File: src/cxs_map.vh
/*
  Register offsets, field positions, reset values and timing counts for the
  CAN expander sleep and wake controller.
  Assumes an APB slave with 32-bit data, one aligned word per register.
*/
// Summary of operation
// Sleep after 1408 idle bit times, normal mode
// Power-up sleep in listen-only when bus quiet
// After power-up wake, listen-only until valid message
// Pins hold their drive state while asleep
// Sleep halts ADC, auto modes, PWM, clock out
// Wake on reset pin, GPIO edge, bus activity
// GPIO wake needs that pin's enable bit
// GPIO wake ignores global interrupt enable
// Wake frame is neither received nor acknowledged
// Hold 512 oscillator periods after wake or reset
// Wake keeps registers; reset pin clears them
// Idle counter clears on activity or disable
`ifndef CXS_MAP_VH
`define CXS_MAP_VH

`define CXS_OFF_OPTION 12'h000
`define CXS_OFF_TXC_EN 12'h004
`define CXS_OFF_GPIO_OUT 12'h008
`define CXS_OFF_GPIO_OE 12'h00C
`define CXS_OFF_STATUS 12'h010

`define CXS_OPT_SLEEP_EN 0
`define CXS_OPT_POWERUP_SLEEP_ENABLE_EN 1
`define CXS_OPT_GIE 2

`define CXS_ST_ASLEEP 0
`define CXS_ST_LISTEN 1
`define CXS_ST_RUN 2
`define CXS_ST_WAKE_SRC_LO 3

`define CXS_OPTION_RST 8'h00
`define CXS_IDLE_BITS 1408
`define CXS_OST_PERIODS 512

`endif

File: src/cxs_sleep_ctrl.v
/*
  Sleep and wake controller: idle detection, power-up sleep, peripheral
  halts, pin hold, wake sources and oscillator start-up hold.
  Assumes a CAN controller that flags bus activity, bit ticks and valid
  frames on the pclk domain, and an APB master for configuration.
*/
// Implementation choices: register access over APB and the register addresses.
`timescale 1ns/100ps
`include "cxs_map.vh"
module cxs_sleep_ctrl #(
  parameter NGPIO = 8,
  parameter IDLE_BITS = `CXS_IDLE_BITS,
  parameter OST_PERIODS = `CXS_OST_PERIODS
) (
  // Clock and reset
  input wire pclk,
  input wire presetn,
  // APB slave
  input wire psel,
  input wire penable,
  input wire pwrite,
  input wire [11:0] paddr,
  input wire [31:0] pwdata,
  output reg [31:0] prdata,
  output reg pready,
  output reg pslverr,
  // External reset pin and GPIO pins, asynchronous
  input wire ext_rst_n,
  input wire [NGPIO-1:0] gpio_in,
  // CAN controller, same clock
  input wire can_activity,
  input wire can_bit_tick,
  input wire can_frame_valid,
  output reg can_rx_ack_en,
  output reg can_listen_only,
  // GPIO pin drive
  output reg [NGPIO-1:0] gpio_out,
  output reg [NGPIO-1:0] gpio_oe,
  // Peripheral run enables, start-up hold and sleep flag
  output reg adc_run,
  output reg auto_conv_run,
  output reg auto_msg_run,
  output reg pwm_run,
  output reg clkout_run,
  output reg core_hold,
  output reg asleep
);
  localparam ST_OST = 5'b00001;
  localparam ST_PUCHK = 5'b00010;
  localparam ST_RUN = 5'b00100;
  localparam ST_SLEEP = 5'b01000;
  localparam ST_LISTEN = 5'b10000;

  reg [4:0] state_ff, nxt_state;
  reg [10:0] idle_cnt_ff;
  reg [9:0] ost_cnt_ff;
  reg pu_sleep_ff, nxt_pu_sleep;
  reg drop_frame_ff, nxt_drop_frame;
  reg [1:0] wake_src_ff, nxt_wake_src;
  reg [7:0] option_ff;
  reg [NGPIO-1:0] txc_en_ff;
  reg [NGPIO-1:0] gpio_out_reg_ff;
  reg [NGPIO-1:0] gpio_oe_reg_ff;
  reg [NGPIO-1:0] gpio_prev_ff;
  reg rst_prev_ff;
  wire [NGPIO-1:0] gpio_s;
  wire rst_s;
  wire sleep_en = option_ff[`CXS_OPT_SLEEP_EN];
  wire powerup_sleep_enable_en = option_ff[`CXS_OPT_POWERUP_SLEEP_ENABLE_EN];
  wire [NGPIO-1:0] gpio_edge = gpio_s ^ gpio_prev_ff;
  // Enable per pin only; the global enable bit plays no part
  wire gpio_wake = |(gpio_edge & txc_en_ff);
  wire rst_fall = rst_prev_ff & ~rst_s;
  wire apb_wr = psel & penable & pwrite;
  localparam [31:0] IDLE_LAST = IDLE_BITS - 1;
  localparam [31:0] OST_LAST = OST_PERIODS - 1;
  wire [10:0] idle_last = IDLE_LAST[10:0];
  wire [9:0] ost_last = OST_LAST[9:0];

  function addr_ok;
    input [11:0] a;
    begin
      addr_ok = (a == `CXS_OFF_OPTION) || (a == `CXS_OFF_TXC_EN) || (a == `CXS_OFF_GPIO_OUT) ||
        (a == `CXS_OFF_GPIO_OE) || (a == `CXS_OFF_STATUS);
    end
  endfunction

  cxs_sync3 #(.W(NGPIO + 1)) u_sync (
    .pclk(pclk),
    .presetn(presetn),
    .din({ext_rst_n, gpio_in}),
    .dout({rst_s, gpio_s})
  );

  // Reset pin handled as a clocked register reset, so wake by pin clears state
  always @(posedge pclk or negedge presetn) begin
    if (!presetn) begin
      rst_prev_ff <= 1'b0;
      gpio_prev_ff <= {NGPIO{1'b0}};
    end else begin
      rst_prev_ff <= rst_s;
      gpio_prev_ff <= gpio_s;
    end
  end

  // Registers survive wake; only the pin or power-on reset clears them
  always @(posedge pclk or negedge presetn) begin
    if (!presetn) begin
      option_ff <= `CXS_OPTION_RST;
      txc_en_ff <= {NGPIO{1'b0}};
      gpio_out_reg_ff <= {NGPIO{1'b0}};
      gpio_oe_reg_ff <= {NGPIO{1'b0}};
    end else if (rst_fall) begin
      option_ff <= `CXS_OPTION_RST;
      txc_en_ff <= {NGPIO{1'b0}};
      gpio_out_reg_ff <= {NGPIO{1'b0}};
      gpio_oe_reg_ff <= {NGPIO{1'b0}};
    end else if (apb_wr) begin
      case (paddr)
        `CXS_OFF_OPTION: option_ff <= pwdata[7:0];
        `CXS_OFF_TXC_EN: txc_en_ff <= pwdata[NGPIO-1:0];
        `CXS_OFF_GPIO_OUT: gpio_out_reg_ff <= pwdata[NGPIO-1:0];
        `CXS_OFF_GPIO_OE: gpio_oe_reg_ff <= pwdata[NGPIO-1:0];
        default: option_ff <= option_ff;
      endcase
    end
  end

  // APB answers in the access cycle; read data registered at setup
  always @(posedge pclk or negedge presetn) begin
    if (!presetn) begin
      prdata <= 32'h00000000;
      pready <= 1'b0;
      pslverr <= 1'b0;
    end else begin
      pready <= psel & ~penable;
      pslverr <= psel & ~penable & ~addr_ok(paddr);
      prdata <= 32'h00000000;
      if (psel & ~penable & ~pwrite) begin
        case (paddr)
          `CXS_OFF_OPTION: prdata <= {24'h000000, option_ff};
          `CXS_OFF_TXC_EN: prdata[NGPIO-1:0] <= txc_en_ff;
          `CXS_OFF_GPIO_OUT: prdata[NGPIO-1:0] <= gpio_out_reg_ff;
          `CXS_OFF_GPIO_OE: prdata[NGPIO-1:0] <= gpio_oe_reg_ff;
          `CXS_OFF_STATUS: prdata[4:0] <= {wake_src_ff, (state_ff == ST_RUN), can_listen_only, asleep};
          default: prdata <= 32'h00000000;
        endcase
      end
    end
  end

  always @* begin
    nxt_state = state_ff;
    nxt_pu_sleep = pu_sleep_ff;
    nxt_drop_frame = drop_frame_ff;
    nxt_wake_src = wake_src_ff;
    case (state_ff)
      ST_OST: begin
        if (ost_cnt_ff == ost_last) begin
          // A bus wake must lose its frame, so any bus wake waits in listen-only
          if (pu_sleep_ff || drop_frame_ff) begin
            nxt_state = ST_LISTEN;
          end else if (wake_src_ff == 2'd0 && powerup_sleep_enable_en) begin
            nxt_state = ST_PUCHK;
          end else begin
            nxt_state = ST_RUN;
          end
        end
      end
      ST_PUCHK: begin
        // Listen-only after power-up; quiet bus sends the device to sleep
        if (can_activity) begin
          nxt_state = ST_LISTEN;
        end else begin
          nxt_state = ST_SLEEP;
          nxt_pu_sleep = 1'b1;
        end
      end
      ST_LISTEN: begin
        // Wake frame is dropped; the next valid frame releases normal mode
        if (can_frame_valid) begin
          if (drop_frame_ff) begin
            nxt_drop_frame = 1'b0;
          end else begin
            nxt_state = ST_RUN;
            nxt_pu_sleep = 1'b0;
          end
        end
      end
      ST_RUN: begin
        if (sleep_en && idle_cnt_ff == idle_last && can_bit_tick && !can_activity) begin
          nxt_state = ST_SLEEP;
        end
      end
      ST_SLEEP: begin
        if (can_activity) begin
          nxt_state = ST_OST;
          nxt_drop_frame = 1'b1;
          nxt_wake_src = 2'd3;
        end else if (gpio_wake) begin
          nxt_state = ST_OST;
          nxt_wake_src = 2'd2;
        end
      end
      default: nxt_state = ST_OST;
    endcase
    if (rst_fall) begin
      nxt_state = ST_OST;
      nxt_pu_sleep = 1'b0;
      nxt_drop_frame = 1'b0;
      nxt_wake_src = 2'd1;
    end
  end

  always @(posedge pclk or negedge presetn) begin
    if (!presetn) begin
      state_ff <= ST_OST;
      pu_sleep_ff <= 1'b0;
      drop_frame_ff <= 1'b0;
      wake_src_ff <= 2'd0;
      ost_cnt_ff <= 10'd0;
      idle_cnt_ff <= 11'd0;
    end else begin
      state_ff <= nxt_state;
      pu_sleep_ff <= nxt_pu_sleep;
      drop_frame_ff <= nxt_drop_frame;
      wake_src_ff <= nxt_wake_src;
      if (state_ff != ST_OST || nxt_state != ST_OST || rst_fall) begin
        ost_cnt_ff <= 10'd0;
      end else begin
        ost_cnt_ff <= ost_cnt_ff + 10'd1;
      end
      if (!sleep_en || can_activity || state_ff != ST_RUN) begin
        idle_cnt_ff <= 11'd0;
      end else if (can_bit_tick && idle_cnt_ff != idle_last) begin
        idle_cnt_ff <= idle_cnt_ff + 11'd1;
      end
    end
  end

  // Outputs follow the next state so they change with it
  always @(posedge pclk or negedge presetn) begin
    if (!presetn) begin
      gpio_out <= {NGPIO{1'b0}};
      gpio_oe <= {NGPIO{1'b0}};
      adc_run <= 1'b0;
      auto_conv_run <= 1'b0;
      auto_msg_run <= 1'b0;
      pwm_run <= 1'b0;
      clkout_run <= 1'b0;
      core_hold <= 1'b1;
      asleep <= 1'b0;
      can_listen_only <= 1'b1;
      can_rx_ack_en <= 1'b0;
    end else begin
      if (nxt_state != ST_SLEEP) begin
        gpio_out <= gpio_out_reg_ff;
        gpio_oe <= gpio_oe_reg_ff;
      end
      adc_run <= (nxt_state == ST_RUN) || (nxt_state == ST_LISTEN);
      auto_conv_run <= nxt_state == ST_RUN;
      auto_msg_run <= nxt_state == ST_RUN;
      pwm_run <= (nxt_state == ST_RUN) || (nxt_state == ST_LISTEN);
      clkout_run <= (nxt_state != ST_SLEEP) && (nxt_state != ST_OST);
      core_hold <= nxt_state == ST_OST;
      asleep <= nxt_state == ST_SLEEP;
      can_listen_only <= nxt_state != ST_RUN;
      can_rx_ack_en <= (nxt_state == ST_RUN) || (nxt_state == ST_LISTEN && !nxt_drop_frame);
    end
  end
endmodule // cxs_sleep_ctrl

File: src/cxs_sync3.v
/*
  Three-stage input synchroniser with agreement filter.
  Assumes asynchronous pin inputs and a single clock domain.
*/
`timescale 1ns/100ps
module cxs_sync3 #(
  parameter W = 1
) (
  // Clock and reset
  input wire pclk,
  input wire presetn,
  // Data
  input wire [W-1:0] din,
  output reg [W-1:0] dout
);
  reg [W-1:0] s1_ff;
  reg [W-1:0] s2_ff;
  reg [W-1:0] s3_ff;
  integer i;
  // Stage one feeds only stage two; output moves when stages two and three agree
  always @(posedge pclk or negedge presetn) begin
    if (!presetn) begin
      s1_ff <= {W{1'b0}};
      s2_ff <= {W{1'b0}};
      s3_ff <= {W{1'b0}};
      dout <= {W{1'b0}};
    end else begin
      s1_ff <= din;
      s2_ff <= s1_ff;
      s3_ff <= s2_ff;
      for (i = 0; i < W; i = i + 1) begin
        if (s2_ff[i] == s3_ff[i]) begin
          dout[i] <= s3_ff[i];
        end
      end
    end
  end
endmodule // cxs_sync3

File: config.mk
export PLATFORM = sky130hd
export DESIGN_NAME = cxs_sleep_ctrl
export DESIGN_NICKNAME = d
export VERILOG_FILES = /design/src/cxs_sleep_ctrl.v /design/src/cxs_sync3.v
export VERILOG_INCLUDE_DIRS = /design/src
export SDC_FILE = /design/constraint.sdc
export NUM_CORES = 1
export LEC_CHECK = 0
export ABC_AREA = 1
export BUFFER_PORTS_ARGS = -buffer_cell sky130_fd_sc_hd__buf_4
export CORE_UTILIZATION = 25
export DETAILED_ROUTE_END_ITERATION = 8
export PLACE_DENSITY = 0.44
export SKIP_CTS_REPAIR_TIMING = 1
export SYNTH_ARGS = -nofsm -noshare
export SYNTH_HDL_FRONTEND = slang
export SYNTH_SLANG_ARGS = --single-unit
File: constraint.sdc
create_clock -name pclk -period 3.6 [get_ports pclk]
set_clock_uncertainty 0.1 [all_clocks]
set_input_delay 0.36 -clock pclk [delete_from_list [all_inputs] [get_ports pclk]]
set_output_delay 0.36 -clock pclk [all_outputs]
set_load 0.01 [all_outputs]
==> flow_results.org, run 1 <==
** GRT
- For met3 alone, demand over resource in global routing was 0.0350.
- For this run the aggregate overflow at the end of global routing stands at 0.
- In the global route stage, overall resource usage came out at 0.119.
- The global routing stage identified its most utilized layer as met2.
- Antenna violations before repair :: 0
- Met2 layer usage reported by global route :: 0.183
- Number of global-route vias before repair :: 4237
- Entering global routing, the biggest net connects 98 pins.
- Wire length of the first global-routing pass :: 22000 um
- In the global route stage, met1 resource usage came out at 0.157.

** STA
- Setup repair after global routing left no endpoint under its margin.
- Setup WS post-layout :: 1.48 ns
- Count of endpoints failing setup in the final report :: 0
- Setup tns final :: 0 ns
- For the finished layout, the period the worst path requires is 2.12 ns.
- Dividing the final minimum period by the clock period gives 0.590.
- For the pin with the worst max-slew slack, the measured transition is 0.987 ns.
- The count of final max-slew check failures came to 0.
- Worst rel slew slack :: 0.339
- Final hold violation count :: 65
- Hold timing on the final database bottoms out at a slack of -0.0652 ns.
- For this run, the top clock speed supported by timing is 471 MHz.

** Placed design
- DP Cell Count :: 964
- Routability congestion estimate from global placement :: 0.804
- After legalization and detailed placement, the total HPWL measured 9680 um.
- Post-place setup slack :: 1.12 ns
- Buffers on Ports :: 71

** CTS
- TritonCTS built the clock tree.
- CTS Buf Count :: 17
- Clock latency reported for the late side of the worst-skew pair :: 0.42 ns
- Clock slew at the register clock pins of the worst setup and hold paths :: 0.06 ns
- The H-tree was split into 4 levels.
- Clock tree synthesis selected as its root buffer the cell clkbuf_16.
- Clock tree synthesis found a total of 140 sinks.
- In this run the deepest clock path goes through 2 buffers.

** Synth
- Syn Std Cell Area :: 5900 sq um
- Library cells used by synthesis :: 43
- Average size of a mapped cell :: 9.98 sq um
- After synthesis the netlist holds a flip-flop and latch count of 140.
- Sequential-to-total area share from yosys stat :: 0.595
- Synthesis produced 591 cells.
- During synthesis, Yosys emitted a total of 0 warnings.

** Route
- The detailed router finished its first iteration with 242 violations.
- The detail route stage leaves a number of antenna-violating nets equal to 0.
- Average wire length per cell after detail routing :: 13.3 um
- Remaining routing DRC violations :: 0
- The final layout contains routed wiring with a total length of 13400 um.
- Drt via density :: 4.21
- Summing over every cut layer, the via total after detailed routing is 4233.
- Number of iterations in the first detailed-routing pass :: 4

** Cells and area
- The repair_antennas step left the layout with diodes totalling 0.
- The net count of the finished layout is 742.
- From synthesis to final layout, the design area changed by 23.7%.
- The multi-input combinational cells in the finished layout cover a total of 2040 sq um.
- The top cell types in the final layout, fill and taps aside, are 144 x nand2_1, 137 x dfrtp_1, 70 x buf_4.
- Leaving out fill and tap cells, the most frequent cell in the layout is nand2_1.
- In the final layout, the share of cells above drive strength 1 is 0.215.
- Final-layout fill cell count :: 2384
- Sequential Area :: 3510 sq um
- Final standard cell count with taps included and fillers excluded :: 1005

** Floorplanning
- Core Region :: 22900 sq um
- Floorplan die height :: 156 um
- Die area :: 24200 sq um
- For this configuration, the core starts out at a cell density of 0.257.
- During I/O placement, the number of pins put on the boundary was 120.
- Horiz. Die Dim :: 156 um
- Core Rows :: 55

** Power and ir drop
- Of the total power, the share spent switching nets is 0.273.
- Fraction of power consumed by combinational cells :: 0.117
- Part of the total power dissipated in the clock network :: 0.402
- Sequential fraction of design power :: 0.481
- Internal Dissipation :: 2850 uW
- Worst-case vdd ir drop :: 0.297 mV
- Dividing total power by cell area gives a power density of 537 nW/um^2.
- Summed over all cells, the static leakage comes to 0.00345 uW.
- For this design the total switching power over the nets is 1070 uW.

** Critical path
- The largest individual stage delay along the critical path comes from the cell dfrtp_1.
- Top cell by count, worst path :: nand2_1
- In this design, the stage delay of the slowest critical-path cell is 0.40 ns.
- Worst endpoint data arrival time :: 2.33 ns
- The setup path with the least slack is of type reg -> reg.
- STA classifies the critical path startpoint as a register.
- Walking the worst path, the cells encountered are ha_1, nand3_1, nor2_1, nand2_1, nor2_1, a21oi_1, o21ai_2, nand2_4, clkinv_2, nand2_1, nand2_1.
- Along the worst path, the maximum fanout reaches 18.
- Required time of the critical path :: 3.80 ns
- The worst setup path is captured at a register.

** Run status
- Run status :: complete, but fails checks
- The final reports fail on negative hold slack.

** Job
- Total of max-cap violations :: 0

** Worst hold path
- Path type of the worst min-delay path :: in -> async
area by class of cell:
| class | count | area share |
|---|---|---|
| Sequential cell | 140 | 0.481 |
| Multi-Input combinational cell | 395 | 0.280 |
| Tap cell | 313 | 0.0537 |
| Timing Repair Buffer | 81 | 0.0887 |
| Clock inverter | 13 | 0.0130 |
| Inverter | 44 | 0.0228 |
| Clock buffer | 19 | 0.0607 |
worst max-delay path: cells and delay by family (launching register included):
kind                       cells  cell delay, ns
buffers and inverters          1            0.31
adders and majority gates      1            0.24
AOI/OAI and AO/OA              2            0.25
and+or+nand+nor                7            0.70
DFF                            1            0.40
power by group through the flow:
stage / registers (uW) / logic [uW] / clock network, uW
global route: 1910 / 520 / 1700
detailed placement: 1910 / 461 / 0
floorplan: 1890 / 274 / 0
finish: 1880 / 458 / 1580
global placement: 1910 / 456 / 0
CTS: 1890 / 464 / 1630
layer usage:
layer | up-vias | part of all wire
met5 | - | 0
met2 | 118 | 0.45
met1 | 2029 | 0.48
li1 | 2070 | -
met4 | 0 | 0.016
met3 | 16 | 0.054
per-stage QoR:
| step | power (uW) | utilization | instance area (sq um) |
|---|---|---|---|
| floorplan | 2170 | - | 5980 |
| global placement | 2360 | 0.291 | 6670 |
| detailed placement | 2370 | 0.291 | 6670 |
| CTS | 3980 | 0.314 | 7200 |
| global route | 4130 | 0.318 | 7290 |
| finish | 3920 | 0.318 | 7290 |
cells by family (layout without fill, tap and decap cells):
kind of cell,Yosys count,count (layout),share of synthesized area
flops,140,140,0.595
compound gates,76,76,0.0800
xor+xnor,9,9,0.0134
fa+ha+maj,11,11,0.0195
simple gates,275,275,0.218
other cells,1,24,0.000636
buf+inv,79,157,0.0734
registers in the layout (all words and copies together) (netlist names), 9 cells and up:
name and flops:
idle_cnt_ff 11, ost_cnt_ff 10, u_sync.dout 9, u_sync.s1_ff 9, u_sync.s2_ff 9, u_sync.s3_ff 9
Yosys cell counts (all sizes together):
| master | instances | area, sq um |
|---|---|---|
| a21oi | 17 | 85.1 |
| xor2 | 8 | 70.1 |
| or2 | 5 | 36.3 |
| nor4 | 1 | 21.3 |
| conb | 1 | 3.75 |
| nand3b | 3 | 22.5 |
| nor2 | 50 | 219 |
| and3 | 1 | 6.26 |
| clkinv | 1 | 5.00 |
| nand2 | 153 | 607 |
| nand4 | 16 | 100 |
| buf | 35 | 266 |
| a41oi | 3 | 26.3 |
| dfrtp | 137 | 3430 |
| a31oi | 5 | 31.3 |
| o311ai | 1 | 8.76 |
| nor3b | 1 | 7.51 |
| inv | 43 | 161 |
| nor3 | 10 | 82.6 |
| ha | 2 | 25.0 |
| dfstp | 3 | 78.8 |
| o21ai | 47 | 299 |
| maj3 | 9 | 90.1 |
| nand3 | 35 | 185 |
| o22ai | 2 | 12.5 |
| xnor2 | 1 | 8.76 |
| a31o | 1 | 8.76 |
path summary, 6_finish.rpt:
check                           depth (start not counted)  slack, ns                        end                       start
min in group pclk                                       2       0.01           pready$_DFF_PN0_                     penable
worst min-delay path                                    1      -0.07  u_sync.s1_ff[3]$_DFF_PN0_                     presetn
worst min register to register                          0       0.25  u_sync.s2_ff[8]$_DFF_PN0_   u_sync.s1_ff[8]$_DFF_PN0_
worst max register to register                         11       1.48    gpio_out[0]$_DFFE_PN0N_  idle_cnt_ff[0]$_DFFE_PN0P_
max in group asynchronous                               2       2.65  can_listen_only$_DFF_PN1_                     presetn
worst max-delay path                                   11       1.48    gpio_out[0]$_DFFE_PN0N_  idle_cnt_ff[0]$_DFFE_PN0P_
Power figures use the tool's default switching activity.
==> inputs of run 2 (changes only) <==
==> constraint.sdc (replaced) <==
create_clock -name pclk -period 2.2 [get_ports pclk]
set_clock_uncertainty 0.1 [all_clocks]
set_input_delay 0.22 -clock pclk [delete_from_list [all_inputs] [get_ports pclk]]
set_output_delay 0.22 -clock pclk [all_outputs]
set_load 0.01 [all_outputs]
==> run 2 against run 1 <==
- the flow now finishes without violations
- final cell count grew 1.2%
- utilization grew 1.2 points
- combinational power grew 67%
- highest routed layer unchanged
==> flow_results.org, run 2 (synthesis gave the netlist of run 1 again) <==
** Critical path
- The critical path is of the reg -> reg type.
- R2r setup slk :: 0.20 ns (-1.27 ns)
- Worst endpoint data arrival time :: 2.23 ns (-0.10 ns)
- Top cell by count, worst path :: nand3_1
- Required time of the critical path :: 2.43 ns (-1.37 ns)
- Launching element type of the critical path :: register
- Delay of the slowest cell on the worst path :: 0.39 ns (about the same)
- The endpoint identified for the worst register-to-register timing path is pwm_run$_DFF_PN0_.
- The worst setup path is captured at a register.
- Walking the worst path, the cells encountered are ha_1, nand2_1, nor2_1, nand3_1, nand3b_1, nor2_1, nand3_1, nand3_1, nand2_1, o21ai_0.
- The highest fanout seen on the critical path was 5 (-13).
- The cell depth of the worst flop-to-flop path is 10 (-1).
- The largest individual stage delay along the critical path comes from the cell dfrtp_1.
- R2R Path Start :: ost_cnt_ff[0]$_DFF_PN0_

** CTS
- The total clock sinks was 140 (unchanged).
- The clock latency reported for the late side of the worst-skew pair came to 0.42 ns (about the same).
- CTS Buf Count :: 17 (unchanged)
- Clock slew at the register clock pins of the worst setup and hold paths :: 0.06 ns (about the same)
- The tree is rooted in a clkbuf_16.
- The buffer depth of the longest clock path was 2 (unchanged).
- H-tree lvl count :: 4 (unchanged)
- TritonCTS clock tree :: done

** Cells and area
- Commonest non-fill, non-tap cell in the layout :: nand2_1
- # nets final :: 754 (+1.6%)
- Count of inserted antenna diode cells :: 0 (unchanged)
- Fin util :: 0.330 (+0.0116)
- Compared with the post-synthesis result, the final layout area differs by 28.2%.
- Commonest cells after routing, fill and taps aside :: 144 x nand2_1, 137 x dfrtp_1, 77 x buf_4
- Largest registers :: idle_cnt_ff (11), ost_cnt_ff (10)
- The proportion of layout cells with a drive suffix above 1 was 0.224 (+0.00911).
- More flip-flops sit in one register than any other, and that register is idle_cnt_ff.
- Flip-flop count of the largest register, all copies and words added :: 11 (unchanged)

** Floorplanning
- The die width was 156 um (unchanged).
- Core Rows :: 55 (unchanged)
- The count of pins on the block boundary came to 120 (unchanged).
- Starting density of the core :: 0.257 (unchanged)
- The area of the die was 24200 sq um (unchanged).
- Core Region :: 22900 sq um (unchanged)
- Floorplan die height :: 156 um (unchanged)

** Placed design
- The sum of net half-perimeters after detailed placement is 9900 um (+2.3%).
- The number of port buffers is 71 (unchanged).
- The global placer's final weighted congestion came to 0.814 (+1.2%).

** Route
- Remaining routing DRC violations :: 0 (unchanged)
- Total via count after detailed routing :: 4260 (+0.64%)
- Post-DRT Antenna Nets :: 0 (unchanged)
- Number of iterations in the first detailed-routing pass :: 4 (unchanged)
- Drt via density :: 4.19 (-0.55%)
- Starting DRC count in detailed routing :: 209 (-14%)
- The wire length reported by the detailed router is 13400 um (+0.18%).
- The routed wirelength normalized by instance count came to 13.2 um (-1.0%).

** Worst hold path
- Hold endpoint :: wake_src_ff[0]$_DFFE_PN0P_
- The startpoint identified for the worst hold timing path is can_activity.
- The path class of the tightest hold or removal check is in -> reg.
- Number of cells on the worst hold path :: 3

** STA
- Worst rel slew slack :: 0.347 (+0.00812)
- Final hold violation count :: 0 (-100%)
- Achievable frequency :: 501 MHz (+6.5%)
- Count of endpoints failing setup in the final report :: 0 (unchanged)
- The count of final max-slew check failures came to 0 (unchanged).
- The final critical path time including I/O delays and setup was 2.00 ns (-0.129 ns).
- The setup total negative slack is 0 ns (unchanged).
- Setup repair after global routing missed its margin :: no
- The final critical-path share of the clock period was 0.907 (+0.317).
- The slew at the pin closest to its max-slew limit was 0.975 ns (-0.0121 ns).

** GRT
- Antenna violations before repair :: 0 (unchanged)
- The global-route wire length before repair is 22100 um (+0.76%).
- Number of global-route vias before repair :: 4188 (-1.2%)
- The maximum number of pins on one net before global-route repair was 48 (-51%).
- Global-route usage over all layers :: 0.120 (+0.00105)
- The total overflow reported by the global router is 0 (unchanged).

** Power and ir drop
- The leakage component of the power came to 0.00357 uW (+3.6%).
- The power density normalized to cell area was 945 nW/um^2 (+76%).
- The maximum resistive drop on vdd is 0.465 mV (+56%).

** Job
- Total of max-cap violations :: 0 (unchanged)

** Run status
- The flow ran to the end, and the final reports show no timing, DRC or antenna violations.
==> run 2: area by class of cell <==
| class | instances | area, sq um |
|---|---|---|
| Tap cell | 313 | 392 |
| Fill cell | 2357 | 15400 |
| Timing Repair Buffer | 93 | 759 |
| Inverter | 44 | 166 |
| Clock inverter | 13 | 238 |
| Multi-Input combinational cell | 395 | 2050 |
| Sequential cell | 140 | 3510 |
| Clock buffer | 19 | 443 |
==> run 2: worst max-delay path: cells and delay by family, from the launching register on <==
kind                       cells  cell delay, ns
DFF                            1            0.39
adders and majority gates      1            0.23
and+or+nand+nor                8            1.06
AOI/OAI and AO/OA              1            0.12
==> run 2: power breakdown <==
group          switching (uW)  internal, uW
Combinational             426           339
Clock                    1130          2170
Sequential                224          2860
==> run 2: how the worst max path moves through the flow <==
stage	cells after the start	slack (ns)	endpoint	from
5_1_grt	11	0.03	gpio_out[5]$_DFFE_PN0N_	idle_cnt_ff[0]$_DFFE_PN0P_
2_1_floorplan	9	0.47	ost_cnt_ff[0]$_DFF_PN0_	ost_cnt_ff[0]$_DFF_PN0_
4_1_cts	9	0.16	ost_cnt_ff[2]$_DFF_PN0_	ost_cnt_ff[0]$_DFF_PN0_
3_5_place_dp	9	0.17	ost_cnt_ff[9]$_DFF_PN0_	ost_cnt_ff[0]$_DFF_PN0_
3_3_place_gp	9	0.24	ost_cnt_ff[3]$_DFF_PN0_	ost_cnt_ff[0]$_DFF_PN0_
6_report	10	0.20	pwm_run$_DFF_PN0_	ost_cnt_ff[0]$_DFF_PN0_
==> run 2: per-layer routing <==
| metal | vias up | part of all wire | wire length [um] | global-route usage |
|---|---|---|---|---|
| met2 | 112 | 0.46 | 6110 | 0.183 |
| met5 | - | 0 | 0 | 0 |
| li1 | 2100 | - | - | - |
| met1 | 2038 | 0.49 | 6550 | 0.161 |
| met3 | 10 | 0.047 | 625 | 0.0386 |
| met4 | 0 | 0.010 | 136 | 0.0401 |
==> run 2: through the flow <==
step	setup WS (ns)	power [uW]	instances	hold WS (ns)	instance area (sq um)
2_1_floorplan	0.471	3550	614	-0.176	5980
3_3_place_gp	0.236	3870	972	0.0733	6740
3_5_place_dp	0.170	3900	972	0.0755	6740
4_1_cts	0.159	7230	1004	-0.387	7420
5_1_grt	0.0276	7490	1017	0.0266	7560
6_report	0.205	7150	1017	0.0257	7560
